===== src/hdl/ubg_pkg.sv =====
package ubg_pkg;

  // Register bus geometry
  localparam int          ADR_W    = 8;
  localparam int          DIV_W    = 12;

  // Register byte offsets
  localparam logic [7:0]  ADR_DATA = 8'h00;
  localparam logic [7:0]  ADR_CSA  = 8'h04;
  localparam logic [7:0]  ADR_CSC  = 8'h08;
  localparam logic [7:0]  ADR_CEN  = 8'h0c;
  localparam logic [7:0]  ADR_BDL  = 8'h10;
  localparam logic [7:0]  ADR_BDH  = 8'h14;

  // ctrl_status_a fields
  localparam int CSA_DSPD = 0;
  localparam int CSA_RXC  = 1;
  localparam int CSA_TXC  = 2;
  localparam int CSA_UDRE = 3;
  localparam int CSA_FE   = 4;
  localparam int CSA_DOR  = 5;
  localparam int CSA_PE   = 6;

  // ctrl_status_c fields
  localparam int CSC_SYNC  = 0;
  localparam int CSC_XDIR  = 1;
  localparam int CSC_POL   = 2;
  localparam int CSC_STOP2 = 3;
  localparam int CSC_PODD  = 4;
  localparam int CSC_PEN   = 5;
  localparam int CSC_SIZE  = 6;

  // ctrl_enable fields
  localparam int CEN_TXEN  = 0;
  localparam int CEN_RXEN  = 1;
  localparam int CEN_TXCIE = 2;
  localparam int CEN_UDRIE = 3;
  localparam int CEN_RXCIE = 4;
  localparam int CEN_PCUT  = 5;

  // Reset values
  localparam logic [8:0]  CSC_RST  = 9'h0c0;
  localparam logic [5:0]  CEN_RST  = 6'h20;

  // Sample counter tops and mid points per bit
  localparam logic [3:0]  TOP_NORM = 4'hf;
  localparam logic [3:0]  TOP_DBL  = 4'h7;
  localparam logic [3:0]  MID_NORM = 4'h8;
  localparam logic [3:0]  MID_DBL  = 4'h4;

  // Transmit and receive states
  typedef enum logic [2:0] {TX_IDLE, TX_START, TX_DATA, TX_PAR, TX_STOP} ubg_tx_st_t;
  typedef enum logic [2:0] {RX_IDLE, RX_START, RX_DATA, RX_PAR, RX_STOP} ubg_rx_st_t;

  // One receive buffer entry
  typedef struct packed {
    logic       fe;
    logic       pe;
    logic [8:0] data;
  } ubg_rx_ent_t;

endpackage


===== src/hdl/ubg_baud_gen.sv =====
`timescale 1ns/100ps
module ubg_baud_gen #(
  parameter int DIV_W = ubg_pkg::DIV_W
) (
  // Clock and reset
  input  wire logic             clk_i,
  input  wire logic             rst_i,
  // Divisor and reload strobe
  input  wire logic [DIV_W-1:0] div_i,
  input  wire logic             load_i,
  // One cycle wide tick, held high while the divisor is zero
  output logic                  tick_o
);
  import ubg_pkg::*;

  typedef struct packed {
    logic [DIV_W-1:0] cnt;
  } ubg_bg_st_t;

  ubg_bg_st_t q;
  ubg_bg_st_t next_q;

  // Down-counter reloads at zero or on a low byte write
  always_comb begin
    next_q = q;
    if (load_i || q.cnt == '0) begin
      next_q.cnt = div_i;
    end else begin
      next_q.cnt = q.cnt - 1'b1;
    end
  end

  always_ff @(posedge clk_i) begin
    if (rst_i) begin
      q <= '0;
    end else begin
      q <= next_q;
    end
  end

  // Enable pulse, not a clock
  assign tick_o = (q.cnt == '0);
endmodule


===== src/hdl/ubg_pin_sync.sv =====
`timescale 1ns/100ps
module ubg_pin_sync #(
  parameter int W = 2
) (
  // Clock and reset
  input  wire logic         clk_i,
  input  wire logic         rst_i,
  // Raw pins
  input  wire logic [W-1:0] pins_i,
  // Synchronised level and edges
  output logic [W-1:0]      lvl_o,
  output logic [W-1:0]      rise_o,
  output logic [W-1:0]      fall_o
);
  import ubg_pkg::*;

  typedef struct packed {
    logic [W-1:0] s1;
    logic [W-1:0] s2;
    logic [W-1:0] s3;
  } ubg_ps_st_t;

  ubg_ps_st_t q;
  ubg_ps_st_t next_q;

  // Two flops, then a delay flop for the edge detector
  always_comb begin
    next_q    = q;
    next_q.s1 = pins_i;
    next_q.s2 = q.s1;
    next_q.s3 = q.s2;
  end

  always_ff @(posedge clk_i) begin
    if (rst_i) begin
      q <= '1;
    end else begin
      q <= next_q;
    end
  end

  assign lvl_o  = q.s2;
  assign rise_o = q.s2 & ~q.s3;
  assign fall_o = ~q.s2 & q.s3;
endmodule


===== src/hdl/ubg_usart.sv =====
// Register access over Wishbone and the register addresses were decided locally.
`timescale 1ns/100ps
module ubg_usart (
  // Clock and reset
  input  wire logic                      clk_i,
  input  wire logic                      rst_i,
  // Classic Wishbone slave
  input  wire logic                      wb_cyc_i,
  input  wire logic                      wb_stb_i,
  input  wire logic                      wb_we_i,
  input  wire logic [ubg_pkg::ADR_W-1:0] wb_adr_i,
  input  wire logic [3:0]                wb_sel_i,
  input  wire logic [31:0]               wb_dat_i,
  output logic [31:0]                    wb_dat_o,
  output logic                           wb_ack_o,
  // Serial data line
  input  wire logic                      rxd_i,
  output logic                           txd_o,
  // Transfer clock pin
  input  wire logic                      xck_i,
  output logic                           xck_o,
  output logic                           xck_oe_o,
  // Interrupt requests
  output logic                           txc_irq_o,
  output logic                           udre_irq_o,
  output logic                           rxc_irq_o
);
  import ubg_pkg::*;

  typedef struct packed {
    logic                   ack;
    logic [31:0]            dat;
    logic                   dbl;
    logic [8:0]             csc;
    logic [5:0]             cen;
    logic [DIV_W-1:0]       div;
    logic                   div_ld;
    logic                   xck;
    ubg_tx_st_t             txs;
    logic [8:0]             tbuf;
    logic                   tfull;
    logic [8:0]             tsr;
    logic [3:0]             tcnt;
    logic [3:0]             tpre;
    logic                   tpar;
    logic                   txd;
    logic                   txc;
    ubg_rx_st_t             rxs;
    logic [8:0]             rsr;
    logic [3:0]             rcnt;
    logic [3:0]             rbit;
    logic                   rpar;
    ubg_rx_ent_t [1:0]      rbuf;
    logic [1:0]             rlvl;
    logic                   dor;
  } ubg_st_t;

  ubg_st_t     q;
  ubg_st_t     next_q;
  logic        bg_tick;
  logic        tick;
  logic [1:0]  ps_lvl;
  logic [1:0]  ps_rise;
  logic [1:0]  ps_fall;
  logic        sync;
  logic        master;
  logic        en;
  logic [3:0]  top;
  logic [3:0]  mid;
  logic [3:0]  nb_m1;
  logic        rise;
  logic        fall;
  logic        chg;
  logic        smp;
  logic        tbit;
  logic        rs;
  logic        rxd;
  logic        req;
  logic        acc;
  logic        wr;
  logic        ld_next;
  ubg_rx_ent_t ent;

  // Baud rate generator on the system clock
  ubg_baud_gen #(
    .DIV_W (DIV_W)
  ) u_baud (
    .clk_i  (clk_i),
    .rst_i  (rst_i),
    .div_i  (q.div),
    .load_i (q.div_ld),
    .tick_o (bg_tick)
  );

  // Pin synchronisers for clock pin and data line
  ubg_pin_sync #(
    .W (2)
  ) u_sync (
    .clk_i  (clk_i),
    .rst_i  (rst_i),
    .pins_i ({xck_i, rxd_i}),
    .lvl_o  (ps_lvl),
    .rise_o (ps_rise),
    .fall_o (ps_fall)
  );

  // Mode decode
  assign en     = ~q.cen[CEN_PCUT];
  assign tick   = bg_tick & en;
  assign sync   = q.csc[CSC_SYNC];
  assign master = q.csc[CSC_XDIR];
  assign top    = (q.dbl && !sync) ? TOP_DBL : TOP_NORM;
  assign mid    = (q.dbl && !sync) ? MID_DBL : MID_NORM;
  assign nb_m1  = (q.csc[8:6] > 3'h4) ? 4'h8 : {1'b0, q.csc[8:6]} + 4'h4;
  assign rxd    = ps_lvl[0];

  // Clock edges: own divided clock as master, synced pin as slave
  assign rise = master ? (tick & ~q.xck) : ps_rise[1];
  assign fall = master ? (tick & q.xck) : ps_fall[1];
  assign chg  = q.csc[CSC_POL] ? fall : rise;
  assign smp  = q.csc[CSC_POL] ? rise : fall;

  // Transmit bit enable and receive sample strobe
  assign tbit = sync ? chg : (tick && q.tpre == top);
  assign rs   = sync ? smp : (tick && q.rxs != RX_IDLE && q.rcnt == mid);

  // Bus handshake
  assign req     = wb_cyc_i & wb_stb_i;
  assign acc     = req & q.ack;
  assign wr      = acc & wb_we_i & wb_sel_i[0];
  assign ld_next = wr && wb_adr_i == ADR_BDL;

  // Received entry assembled at the stop bit
  assign ent.fe   = ~rxd;
  assign ent.pe   = q.csc[CSC_PEN] & q.rpar;
  assign ent.data = q.rsr >> (4'h8 - nb_m1);

  // Next state
  always_comb begin
    next_q        = q;
    next_q.ack    = req & ~q.ack;
    next_q.div_ld = ld_next;
    // Read data captured in the cycle before ack
    if (req && !q.ack) begin
      case (wb_adr_i)
        ADR_DATA: next_q.dat = {23'h0, q.rbuf[0].data};
        ADR_CSA:  next_q.dat = {25'h0, q.rbuf[0].pe, q.dor, q.rbuf[0].fe, ~q.tfull,
                                q.txc, q.rlvl != 2'h0, q.dbl};
        ADR_CSC:  next_q.dat = {23'h0, q.csc};
        ADR_CEN:  next_q.dat = {26'h0, q.cen};
        ADR_BDL:  next_q.dat = {24'h0, q.div[7:0]};
        ADR_BDH:  next_q.dat = {28'h0, q.div[11:8]};
        default:  next_q.dat = 32'h0;
      endcase
    end
    // Register writes at the ack edge
    if (wr) begin
      case (wb_adr_i)
        ADR_DATA: begin
          if (!q.tfull) begin
            next_q.tbuf  = {wb_sel_i[1] & wb_dat_i[8], wb_dat_i[7:0]};
            next_q.tfull = 1'b1;
          end
        end
        ADR_CSA: begin
          next_q.dbl = wb_dat_i[CSA_DSPD];
          if (wb_dat_i[CSA_TXC]) begin
            next_q.txc = 1'b0;
          end
        end
        ADR_CSC:  next_q.csc = {wb_sel_i[1] ? wb_dat_i[8] : q.csc[8], wb_dat_i[7:0]};
        ADR_CEN:  next_q.cen = wb_dat_i[5:0];
        ADR_BDL:  next_q.div[7:0] = wb_dat_i[7:0];
        ADR_BDH:  next_q.div[11:8] = wb_dat_i[3:0];
        default: ;
      endcase
    end
    // Master clock toggles per tick, drops with the enable so no high undriven pin
    if (next_q.csc[CSC_SYNC] && next_q.csc[CSC_XDIR] && !next_q.cen[CEN_PCUT]) begin
      if (tick) begin
        next_q.xck = ~q.xck;
      end
    end else begin
      next_q.xck = 1'b0;
    end
    // Transmit prescaler in async modes
    if (tick) begin
      next_q.tpre = (q.tpre == top) ? 4'h0 : q.tpre + 4'h1;
    end
    // Transmitter
    if (!q.cen[CEN_TXEN] || !en) begin
      next_q.txs = TX_IDLE;
      next_q.txd = 1'b1;
    end else if (tbit) begin
      case (q.txs)
        TX_START: begin
          next_q.txd  = q.tsr[0];
          next_q.tpar = q.tpar ^ q.tsr[0];
          next_q.tsr  = {1'b0, q.tsr[8:1]};
          next_q.tcnt = 4'h0;
          next_q.txs  = TX_DATA;
        end
        TX_DATA: begin
          if (q.tcnt == nb_m1) begin
            next_q.txd  = q.csc[CSC_PEN] ? q.tpar : 1'b1;
            next_q.txs  = q.csc[CSC_PEN] ? TX_PAR : TX_STOP;
            next_q.tcnt = 4'h0;
          end else begin
            next_q.txd  = q.tsr[0];
            next_q.tpar = q.tpar ^ q.tsr[0];
            next_q.tsr  = {1'b0, q.tsr[8:1]};
            next_q.tcnt = q.tcnt + 4'h1;
          end
        end
        TX_PAR: begin
          next_q.txd  = 1'b1;
          next_q.tcnt = 4'h0;
          next_q.txs  = TX_STOP;
        end
        default: begin
          // Idle, or end of a stop bit (the first of two when CSC_STOP2 is set)
          if (q.txs == TX_STOP && q.csc[CSC_STOP2] && q.tcnt == 4'h0) begin
            next_q.tcnt = 4'h1;
          end else if (next_q.tfull) begin
            next_q.tsr   = next_q.tbuf;
            next_q.tfull = 1'b0;
            next_q.tpar  = q.csc[CSC_PODD];
            next_q.txd   = 1'b0;
            next_q.txs   = TX_START;
          end else begin
            next_q.txd = 1'b1;
            next_q.txs = TX_IDLE;
            if (q.txs == TX_STOP) begin
              next_q.txc = 1'b1;
            end
          end
        end
      endcase
    end
    // Receive sample counter, one step per tick
    if (!sync && tick && q.rxs != RX_IDLE) begin
      next_q.rcnt = (q.rcnt == top) ? 4'h0 : q.rcnt + 4'h1;
    end
    // Pop on data register read
    if (acc && !wb_we_i && wb_adr_i == ADR_DATA && q.rlvl != 2'h0) begin
      next_q.rbuf[0] = q.rbuf[1];
      next_q.rlvl    = q.rlvl - 2'h1;
      next_q.dor     = 1'b0;
    end
    // Receiver
    if (!q.cen[CEN_RXEN] || !en) begin
      next_q.rxs = RX_IDLE;
    end else begin
      case (q.rxs)
        RX_IDLE: begin
          if (sync ? (smp && !rxd) : (tick && !rxd)) begin
            next_q.rxs  = sync ? RX_DATA : RX_START;
            next_q.rcnt = 4'h1;
            next_q.rbit = 4'h0;
            next_q.rpar = q.csc[CSC_PODD];
          end
        end
        RX_START: begin
          if (rs) begin
            next_q.rxs = rxd ? RX_IDLE : RX_DATA;
          end
        end
        RX_DATA: begin
          if (rs) begin
            next_q.rsr  = {rxd, q.rsr[8:1]};
            next_q.rpar = q.rpar ^ rxd;
            next_q.rbit = q.rbit + 4'h1;
            if (q.rbit == nb_m1) begin
              next_q.rxs = q.csc[CSC_PEN] ? RX_PAR : RX_STOP;
            end
          end
        end
        RX_PAR: begin
          if (rs) begin
            next_q.rpar = q.rpar ^ rxd;
            next_q.rxs  = RX_STOP;
          end
        end
        RX_STOP: begin
          if (rs) begin
            next_q.rxs = RX_IDLE;
            if (next_q.rlvl == 2'h2) begin
              next_q.dor = 1'b1;
            end else begin
              next_q.rbuf[next_q.rlvl[0]] = ent;
              next_q.rlvl = next_q.rlvl + 2'h1;
            end
          end
        end
        default: next_q.rxs = RX_IDLE;
      endcase
    end
  end

  // State register
  always_ff @(posedge clk_i) begin
    if (rst_i) begin
      q     <= '0;
      q.csc <= CSC_RST;
      q.cen <= CEN_RST;
      q.txd <= 1'b1;
    end else begin
      q <= next_q;
    end
  end

  // Outputs
  assign wb_dat_o   = q.dat;
  assign wb_ack_o   = q.ack;
  assign txd_o      = q.txd;
  assign xck_o      = q.xck;
  assign xck_oe_o   = sync & master & en;
  assign txc_irq_o  = q.txc & q.cen[CEN_TXCIE];
  assign udre_irq_o = ~q.tfull & q.cen[CEN_UDRIE];
  assign rxc_irq_o  = (q.rlvl != 2'h0) & q.cen[CEN_RXCIE];
endmodule


===== config.mk =====
export PLATFORM = sky130hd
export DESIGN_NAME = ubg_usart
export DESIGN_NICKNAME = d
export VERILOG_FILES = /design/src/hdl/ubg_pkg.sv /design/src/hdl/ubg_baud_gen.sv /design/src/hdl/ubg_pin_sync.sv /design/src/hdl/ubg_usart.sv
export SDC_FILE = /design/constraint.sdc
export NUM_CORES = 1
export LEC_CHECK = 0
export CAP_MARGIN = 20
export CORE_MARGIN = 2
export CORE_UTILIZATION = 60
export DETAILED_ROUTE_END_ITERATION = 10
export DONT_BUFFER_PORTS = 1
export PLACE_DENSITY = 0.76
export SYNTH_ARGS = -nofsm -noshare
export SYNTH_HDL_FRONTEND = slang
export SYNTH_SLANG_ARGS = --single-unit

===== constraint.sdc =====
create_clock -name clk_i -period 5.1 [get_ports clk_i]
set_input_delay 1.02 -clock clk_i [delete_from_list [all_inputs] [get_ports clk_i]]
set_output_delay 1.02 -clock clk_i [all_outputs]
set_load 0.01 [all_outputs]

==> results.sh, run 1 <==
export IMPL_status="finished, final reports clean"
export IMPL_io_pins=90
export IMPL_grt_pass1_vias=5670
export IMPL_grt_total_usage_pct=27.1
export IMPL_synth_commonest_cells="136 x dfxtp_1, 124 x nor2_1, 81 x mux2i_1"
export IMPL_p_per_area_mw_per_mm2=344
export IMPL_yosys_warnings=0
export IMPL_clk_path_buf_depth=2
export IMPL_die_x_um=114
export IMPL_crit_chain="or4_1 -> nor4_4 -> nand2_1 -> xnor2_1 -> inv_1 -> ha_1 -> or2_2 -> nor4_4 -> buf_4 -> o21ai_0"
export IMPL_fin_tns_setup_ns=0
export IMPL_synth_enable_flop_cells=0
export IMPL_synth_largest_area_cell="dfxtp_1"
export IMPL_dpl_instance_area_mm2=0.00707
export IMPL_maxSlewViolCount=0
export IMPL_cts_resized=0
export IMPL_totalWireLength_um=16900
export IMPL_gp_congestion=0.941
export IMPL_cts_buffers=17
export IMPL_numPortBuffers=0
export IMPL_grt_pass1_wl_um=27800
export IMPL_irDropWorstVdd_mv=0.195
export IMPL_via_per_inst=6.12
export IMPL_hold_violations=0
export IMPL_crit_path_max_fanout=15
export IMPL_min_path_type="reg -> reg"
export IMPL_maxCapViolCount=0
export IMPL_clk_latency_ns=0.43
export IMPL_dpl_hpwl_um=11400
export IMPL_post_place_cells=936
export IMPL_multi_input_area_mm2=0.00403
export IMPL_start_util_pct=60.8
export IMPL_layout_drive_gt1_share_pct=9.14
export IMPL_hold_buffers=0
export IMPL_clockRootBuffer="clkbuf_16"
export IMPL_cts_sinks=136
export IMPL_nFillCells=961
export IMPL_rsz0062_at_grt="no"
export IMPL_critPathCaptureType="register"
export IMPL_clock_fmax_ghz=0.253
export IMPL_ant_nets=0
export IMPL_htreeDepth=4
export IMPL_finalCriticalPeriod_ns=3.95
export IMPL_fp_dieH_um=114
export IMPL_synth_avg_cell_area_um2=8.59
export IMPL_placementRows=40
export IMPL_n_antenna_cell=0
export IMPL_via_count=5928
export IMPL_setup_viol=0
export IMPL_antenna_found_initial=0
export IMPL_async_flop_share_pct=0
export IMPL_synth_top_area_share_pct=37.7
export IMPL_slew_headroom_pct=38.3
export IMPL_grt_max_degree=119
export IMPL_synth_cell_types=69
export IMPL_first_pass_iters=5
export IMPL_crit_arrival_ns=4.25
export IMPL_die_area_mm2=0.0129
export IMPL_synth_area_top_cells="dfxtp_1 38%, mux2i_1 11%, nor2_1 6.5%"
export IMPL_startpoint_type="primary input"
export IMPL_synth_top_flop_cell="dfxtp_1"
export IMPL_cts_setup_buffers=0
export IMPL_cpMostUsedCell="nor4_4"
export IMPL_tightestPinTransition_ns=0.922
export IMPL_core_mm2=0.0119
export IMPL_path_clk_slew_ns=0.06
export IMPL_p_leak_nw=3.08
export IMPL_fin_cells=968
export IMPL_timing_worst_setup_path_type="in -> reg"
export IMPL_ys_seq_area_share_pct=37.7
export IMPL_netlist_area_mm2=0.00721
export IMPL_synth_most_common_cell="dfxtp_1"
export IMPL_regArea_mm2=0.00272
export IMPL_area_delta_synth_final_pct=6.12
export IMPL_fin_skew_ns=0.00855
export IMPL_drc=0
export IMPL_timing_final_crit_share_pct=77.4
export IMPL_cp_required_ns=5.40
export IMPL_synth_seq_cells=136
export IMPL_syn_inst=840
export IMPL_cts_tree="done"
export IMPL_grt_overflow_total=0
export IMPL_slowest_stage="or4_1"
export IMPL_final_nets=871
export IMPL_cpPeakStageDelay_ns=0.69
export IMPL_r2r_setup_slack_ns=1.78
export IMPL_design_area_mm2=0.00765
export IMPL_drtIter0Drc=529
export IMPL_wl_per_cell_um=17.5
-- per-stage QoR --
stage	total power, mW	setup WS (ns)	hold WS (ns)	utilization, %
after floorplan	1.43	1.02	0.389	-
after global placement	1.44	0.837	0.398	59.6
after detailed placement	1.45	0.746	0.395	59.6
after CTS	2.64	1.17	0.409	64.5
after global routing	2.73	0.929	0.427	64.5
final	2.64	1.15	0.406	64.5
-- flip-flops by register name (all words and copies together) (netlist names), named ones only --
| name | count |
|---|---|
| u_sync.q | 1 |
| u_sync.lvl_o | 2 |
| master | 1 |
| wb_ack_o | 1 |
| txd_o | 1 |
| u_sync.next_q | 2 |
| u_baud.q | 12 |
| wb_dat_o | 9 |
| q | 95 |
| xck_o | 1 |
-- cells in the final DEF, fill, tap and decap left out, drive strengths merged, types with 4 or more instances in the layout --
cell type,count
nand2b,5
or2,10
clkinvlp,4
nand4,5
nor2b,13
nor4,9
a311oi,4
dfxtp,136
a211oi,26
nand3,23
mux4,6
a22oi,8
nor4bb,5
nand3b,4
nand2,80
a2111oi,4
xor2,11
o21ai,24
a21oi,47
o31ai,5
clkinv,4
clkbuf,22
inv,23
conb,23
a31oi,6
or4,6
nor3,18
xnor2,11
ha,12
buf,8
a21o,5
or3,7
nor2,124
mux2i,81
-- routing by layer --
metal	part of all wire (%)	GRT usage, %	wire (µm)	vias up
met5	0	0	0	-
met4	3.1	11.4	527	0
met3	6.6	7.01	1120	50
met2	46	43.1	7740	217
met1	44	35.2	7510	2799
li1	-	-	-	2862
-- cell families (layout without fill, tap and decap cells) --
family	count (synthesis)	after routing	synth area share (%)
AOI/OAI and AO/OA	153	153	14.1
xor gates and xnor gates	22	22	2.67
adders and majority gates	12	12	2.08
buffers and inverters	103	62	7.88
DFF	136	136	37.7
muxes	89	89	13.4
other	1	23	0.0520
and+or+nand+nor	324	324	22.0
-- area by class of cell --
type	instances	area share (%)
tap	147	2.40
inverter	22	1.08
clock buffer	22	6.33
multi-input combinational	623	52.6
sequential	136	35.6
timing repair buffer	8	0.785
clock inverter	10	1.21
-- path summary, 6_finish.rpt --
check,start,endpoint,depth (start not counted)
max,wb_adr_i[5],register,10
min,u_sync.next_q[2],u_sync.lvl_o[0],1
max reg2reg,u_baud.q[7],q[29],7
min reg2reg,u_sync.next_q[2],u_sync.lvl_o[0],1
-- report_power, final --
part	internal, mW	leakage, nW	switching (mW)
Clock	0.722	0.275	0.471
Combinational	0.123	1.71	0.163
Sequential	1.11	1.10	0.0513
-- worst max-delay path: cells and delay by family --
kind,cells,cell delay (ns)
simple gates,5,2.11
buf+inv,2,0.43
xor+xnor,1,0.34
fa+ha+maj,1,0.25
compound gates,1,0.10
(Power assumes the default switching activity.)
==> run 2: changes to the inputs <==
--- a/config.mk
+++ b/config.mk
@@ -5,6 +5,7 @@
 export SDC_FILE = /design/constraint.sdc
 export NUM_CORES = 1
 export LEC_CHECK = 0
+export ABC_AREA = 1
 export CAP_MARGIN = 20
 export CORE_MARGIN = 2
 export CORE_UTILIZATION = 60
==> constraint.sdc (replaced) <==
create_clock -name clk_i -period 3.69 [get_ports clk_i]
set_input_delay 0.738 -clock clk_i [delete_from_list [all_inputs] [get_ports clk_i]]
set_output_delay 0.738 -clock clk_i [all_outputs]
set_load 0.01 [all_outputs]
==> run 2 against run 1 <==
  * The run now ends with DRC left
  * Combinational power grew 52%
  * Sequential share of layout area is essentially flat
  * Largest cell class unchanged
  * Critical path type unchanged
  * First-iteration DRC count increased by 17%
  * Area after synthesis is 1.1% lower
  * Highest routed layer unchanged
  * Largest power group unchanged
  * Synthesized cell count is 20% higher
  * Non-clock buffer count increased by 2
  * Via count is 7.9% higher
  * Die area is 1.0% lower
  * Count of clock-buffer cells in the layout decreased by 1
==> results.sh, run 2 <==
export IMPL_nFillCells=1009
export IMPL_grt_total_usage_pct=27.7
export IMPL_crit_start="wb_adr_i[7]"
export IMPL_synth_top_flop_cell="dfxtp_1"
export IMPL_cp_required_ns=4.00
export IMPL_via_per_inst=5.54
export IMPL_top_register="q"
export IMPL_crit_buf_inv=2
export IMPL_startpoint_type="primary input"
export IMPL_crit_chain="nor2_1 -> nand3_1 -> nor2_1 -> nand2_1 -> xor2_1 -> inv_1 -> ha_1 -> inv_1 -> nand2_1 -> nor3_4 -> nand2_1 -> nand2_1 -> a21oi_1"
export IMPL_start_util_pct=62.0
export IMPL_grt_pass1_vias=5868
export IMPL_htreeDepth=4
export IMPL_fin_skew_ns=0.00740
export IMPL_timing_worst_setup_path_type="in -> reg"
export IMPL_r2r_setup_slack_ns=0.93
export IMPL_cp_top_family="simple AND/OR/NAND/NOR gates"
export IMPL_clk_path_buf_depth=2
export IMPL_cts_resized=0
export IMPL_clockRootBuffer="clkbuf_16"
export IMPL_hold_depth=1
export IMPL_finalCriticalPeriod_ns=2.88
export IMPL_tightestPinTransition_ns=0.830
export IMPL_synth_largest_area_cell="dfxtp_1"
export IMPL_cpPeakStageDelay_ns=0.34
export IMPL_final_nets=1063
export IMPL_min_path_type="in -> reg"
export IMPL_drc=8
export IMPL_synth_seq_cells=136
export IMPL_r2r_start="q[1]"
export IMPL_cts_setup_buffers=0
export IMPL_wl_per_cell_um=14.8
export IMPL_path_clk_slew_ns=0.06
export IMPL_core_mm2=0.0115
export IMPL_p_leak_nw=3.17
export IMPL_hold_buffers=0
export IMPL_fin_tns_setup_ns=0
export IMPL_grt_overflow_total=0
export IMPL_die_area_mm2=0.0128
export IMPL_first_pass_iters=9
export IMPL_totalWireLength_um=17200
export IMPL_yosys_warnings=0
export IMPL_fp_dieH_um=113
export IMPL_violations="DRC"
export IMPL_placementRows=39
export IMPL_crit_cells=13
export IMPL_clk_latency_ns=0.43
export IMPL_grt_max_degree=60
export IMPL_largest_reg_flops=95
export IMPL_netlist_area_mm2=0.00714
export IMPL_r2r_cells=13
export IMPL_layout_common_cells="177 x nand2_1, 136 x dfxtp_1, 121 x inv_1"
export IMPL_hold_violations=0
export IMPL_slowest_stage="nand2_1"
export IMPL_ys_seq_area_share_pct=38.1
export IMPL_critPathCaptureType="register"
export IMPL_die_x_um=113
export IMPL_irDropWorstVdd_mv=0.295
export IMPL_p_per_area_mw_per_mm2=483
export IMPL_design_area_mm2=0.00766
export IMPL_async_flop_share_pct=0
export IMPL_timing_final_crit_share_pct=78.0
export IMPL_grt_pass1_wl_um=28200
export IMPL_synth_most_common_cell="nand2_1"
export IMPL_holdWs_ns=0.376
export IMPL_power_total_mw=3.71
export IMPL_io_pins=90
export IMPL_via_count=6399
export IMPL_dpl_instance_area_mm2=0.00706
export IMPL_crit_path_max_fanout=11
export IMPL_final_common_cell="nand2_1"
export IMPL_numPortBuffers=0
export IMPL_maxSlewViolCount=0
export IMPL_n_antenna_cell=0
export IMPL_synth_area_top_cells="dfxtp_1 38%, nand2_1 9.3%, o21ai_0 6.8%"
export IMPL_cpMostUsedCell="nand2_1"
export IMPL_layout_drive_gt1_share_pct=7.80
export IMPL_synth_enable_flop_cells=0
export IMPL_hp_start="rst_i"
export IMPL_drtIter0Drc=619
export IMPL_cts_sinks=136
export IMPL_synth_avg_cell_area_um2=7.05
export IMPL_cts_buffers=17
export IMPL_antenna_found_initial=0
export IMPL_rsz0062_at_grt="no"
export IMPL_clock_fmax_ghz=0.347
export IMPL_synth_cell_types=53
export IMPL_dpl_hpwl_um=12000
export IMPL_synth_top_area_share_pct=38.1
export IMPL_maxCapViolCount=0
export IMPL_setup_viol=0
export IMPL_area_delta_synth_final_pct=7.38
export IMPL_gp_congestion=0.930
export IMPL_slew_headroom_pct=44.6
export IMPL_status="finished with violations"
export IMPL_cts_tree="done"
export IMPL_syn_inst=1012
export IMPL_ant_nets=0
export IMPL_synth_commonest_cells="177 x nand2_1, 136 x dfxtp_1, 121 x inv_1"
export IMPL_crit_arrival_ns=3.19
export IMPL_fin_util_pct=66.5
run 2: changes by cell type after synthesis, moves of 12 or more:
cell / before / now
clkbuf_1: 35 / 17
a21oi_1: 47 / 89
nand2_1: 80 / 177
o22ai_1: 2 / 15
nand3_1: 23 / 35
inv_1: 21 / 121
o21ai_0: 24 / 97
nor2b_1: 13 / 0
a211oi_1: 26 / 3
mux2i_1: 81 / 4
nand4_1: 5 / 20
run 2: metrics by stage:
| step | cells | worst slack (ns) |
|---|---|---|
| detailed placement | 1123 | 0.411 |
| floorplan | 1034 | 0.933 |
| global placement | 1123 | 0.503 |
| CTS | 1155 | 0.860 |
| finish | 1156 | 0.810 |
| global route | 1156 | 0.545 |
run 2: how the worst max path moves through the flow:
stage,to,slack [ns]
global placement,register,0.50
floorplan,register,0.93
finish,register,0.81
detailed placement,register,0.41
CTS,register,0.86
global route,register,0.55
run 2: logic make-up after synthesis:
logic type	synth area share, %
AOI/OAI and AO/OA	19.3
xor gates and xnor gates	2.45
adders and majority gates	2.10
buffers and inverters	12.4
DFF	38.1
muxes	0.561
other	0.0525
and+or+nand+nor	25.0
run 2: layout make-up:
type / count / area [µm²] / share of cell area (%)
clock buffers: 21 / 470 / 6.14
flip-flops and latches: 136 / 2720 / 35.5
repair buffers: 10 / 75.1 / 0.980
inverters: 128 / 483 / 6.30
clock inverters: 11 / 121 / 1.58
multi-input cells: 707 / 3610 / 47.1
well taps: 143 / 179 / 2.33
run 2: routing by layer:
layer	GRT usage, %	vias to the layer above	wire length [µm]
li1	-	3246	-
met1	36.3	2893	7990
met2	45.0	226	7700
met3	6.00	34	1030
met4	10.7	0	432
met5	0	-	0
run 2: power by group:
| part | internal, mW | leakage, nW | switching, mW |
|---|---|---|---|
| Combinational | 0.157 | 1.78 | 0.276 |
| Clock | 1.05 | 0.289 | 0.652 |
| Sequential | 1.53 | 1.10 | 0.0436 |
run 2: worst reg2reg max path, stage by stage (launching register included):
cell	delay, ns
dfxtp_1	0.30
inv_1	0.06
ha_1	0.23
nor3_1	0.17
nand2_1	0.30
xor2_1	0.29
inv_1	0.14
ha_1	0.23
inv_1	0.10
nand2_1	0.10
nor3_4	0.20
nand2_1	0.29
nand2_1	0.15
a21oi_1	0.07
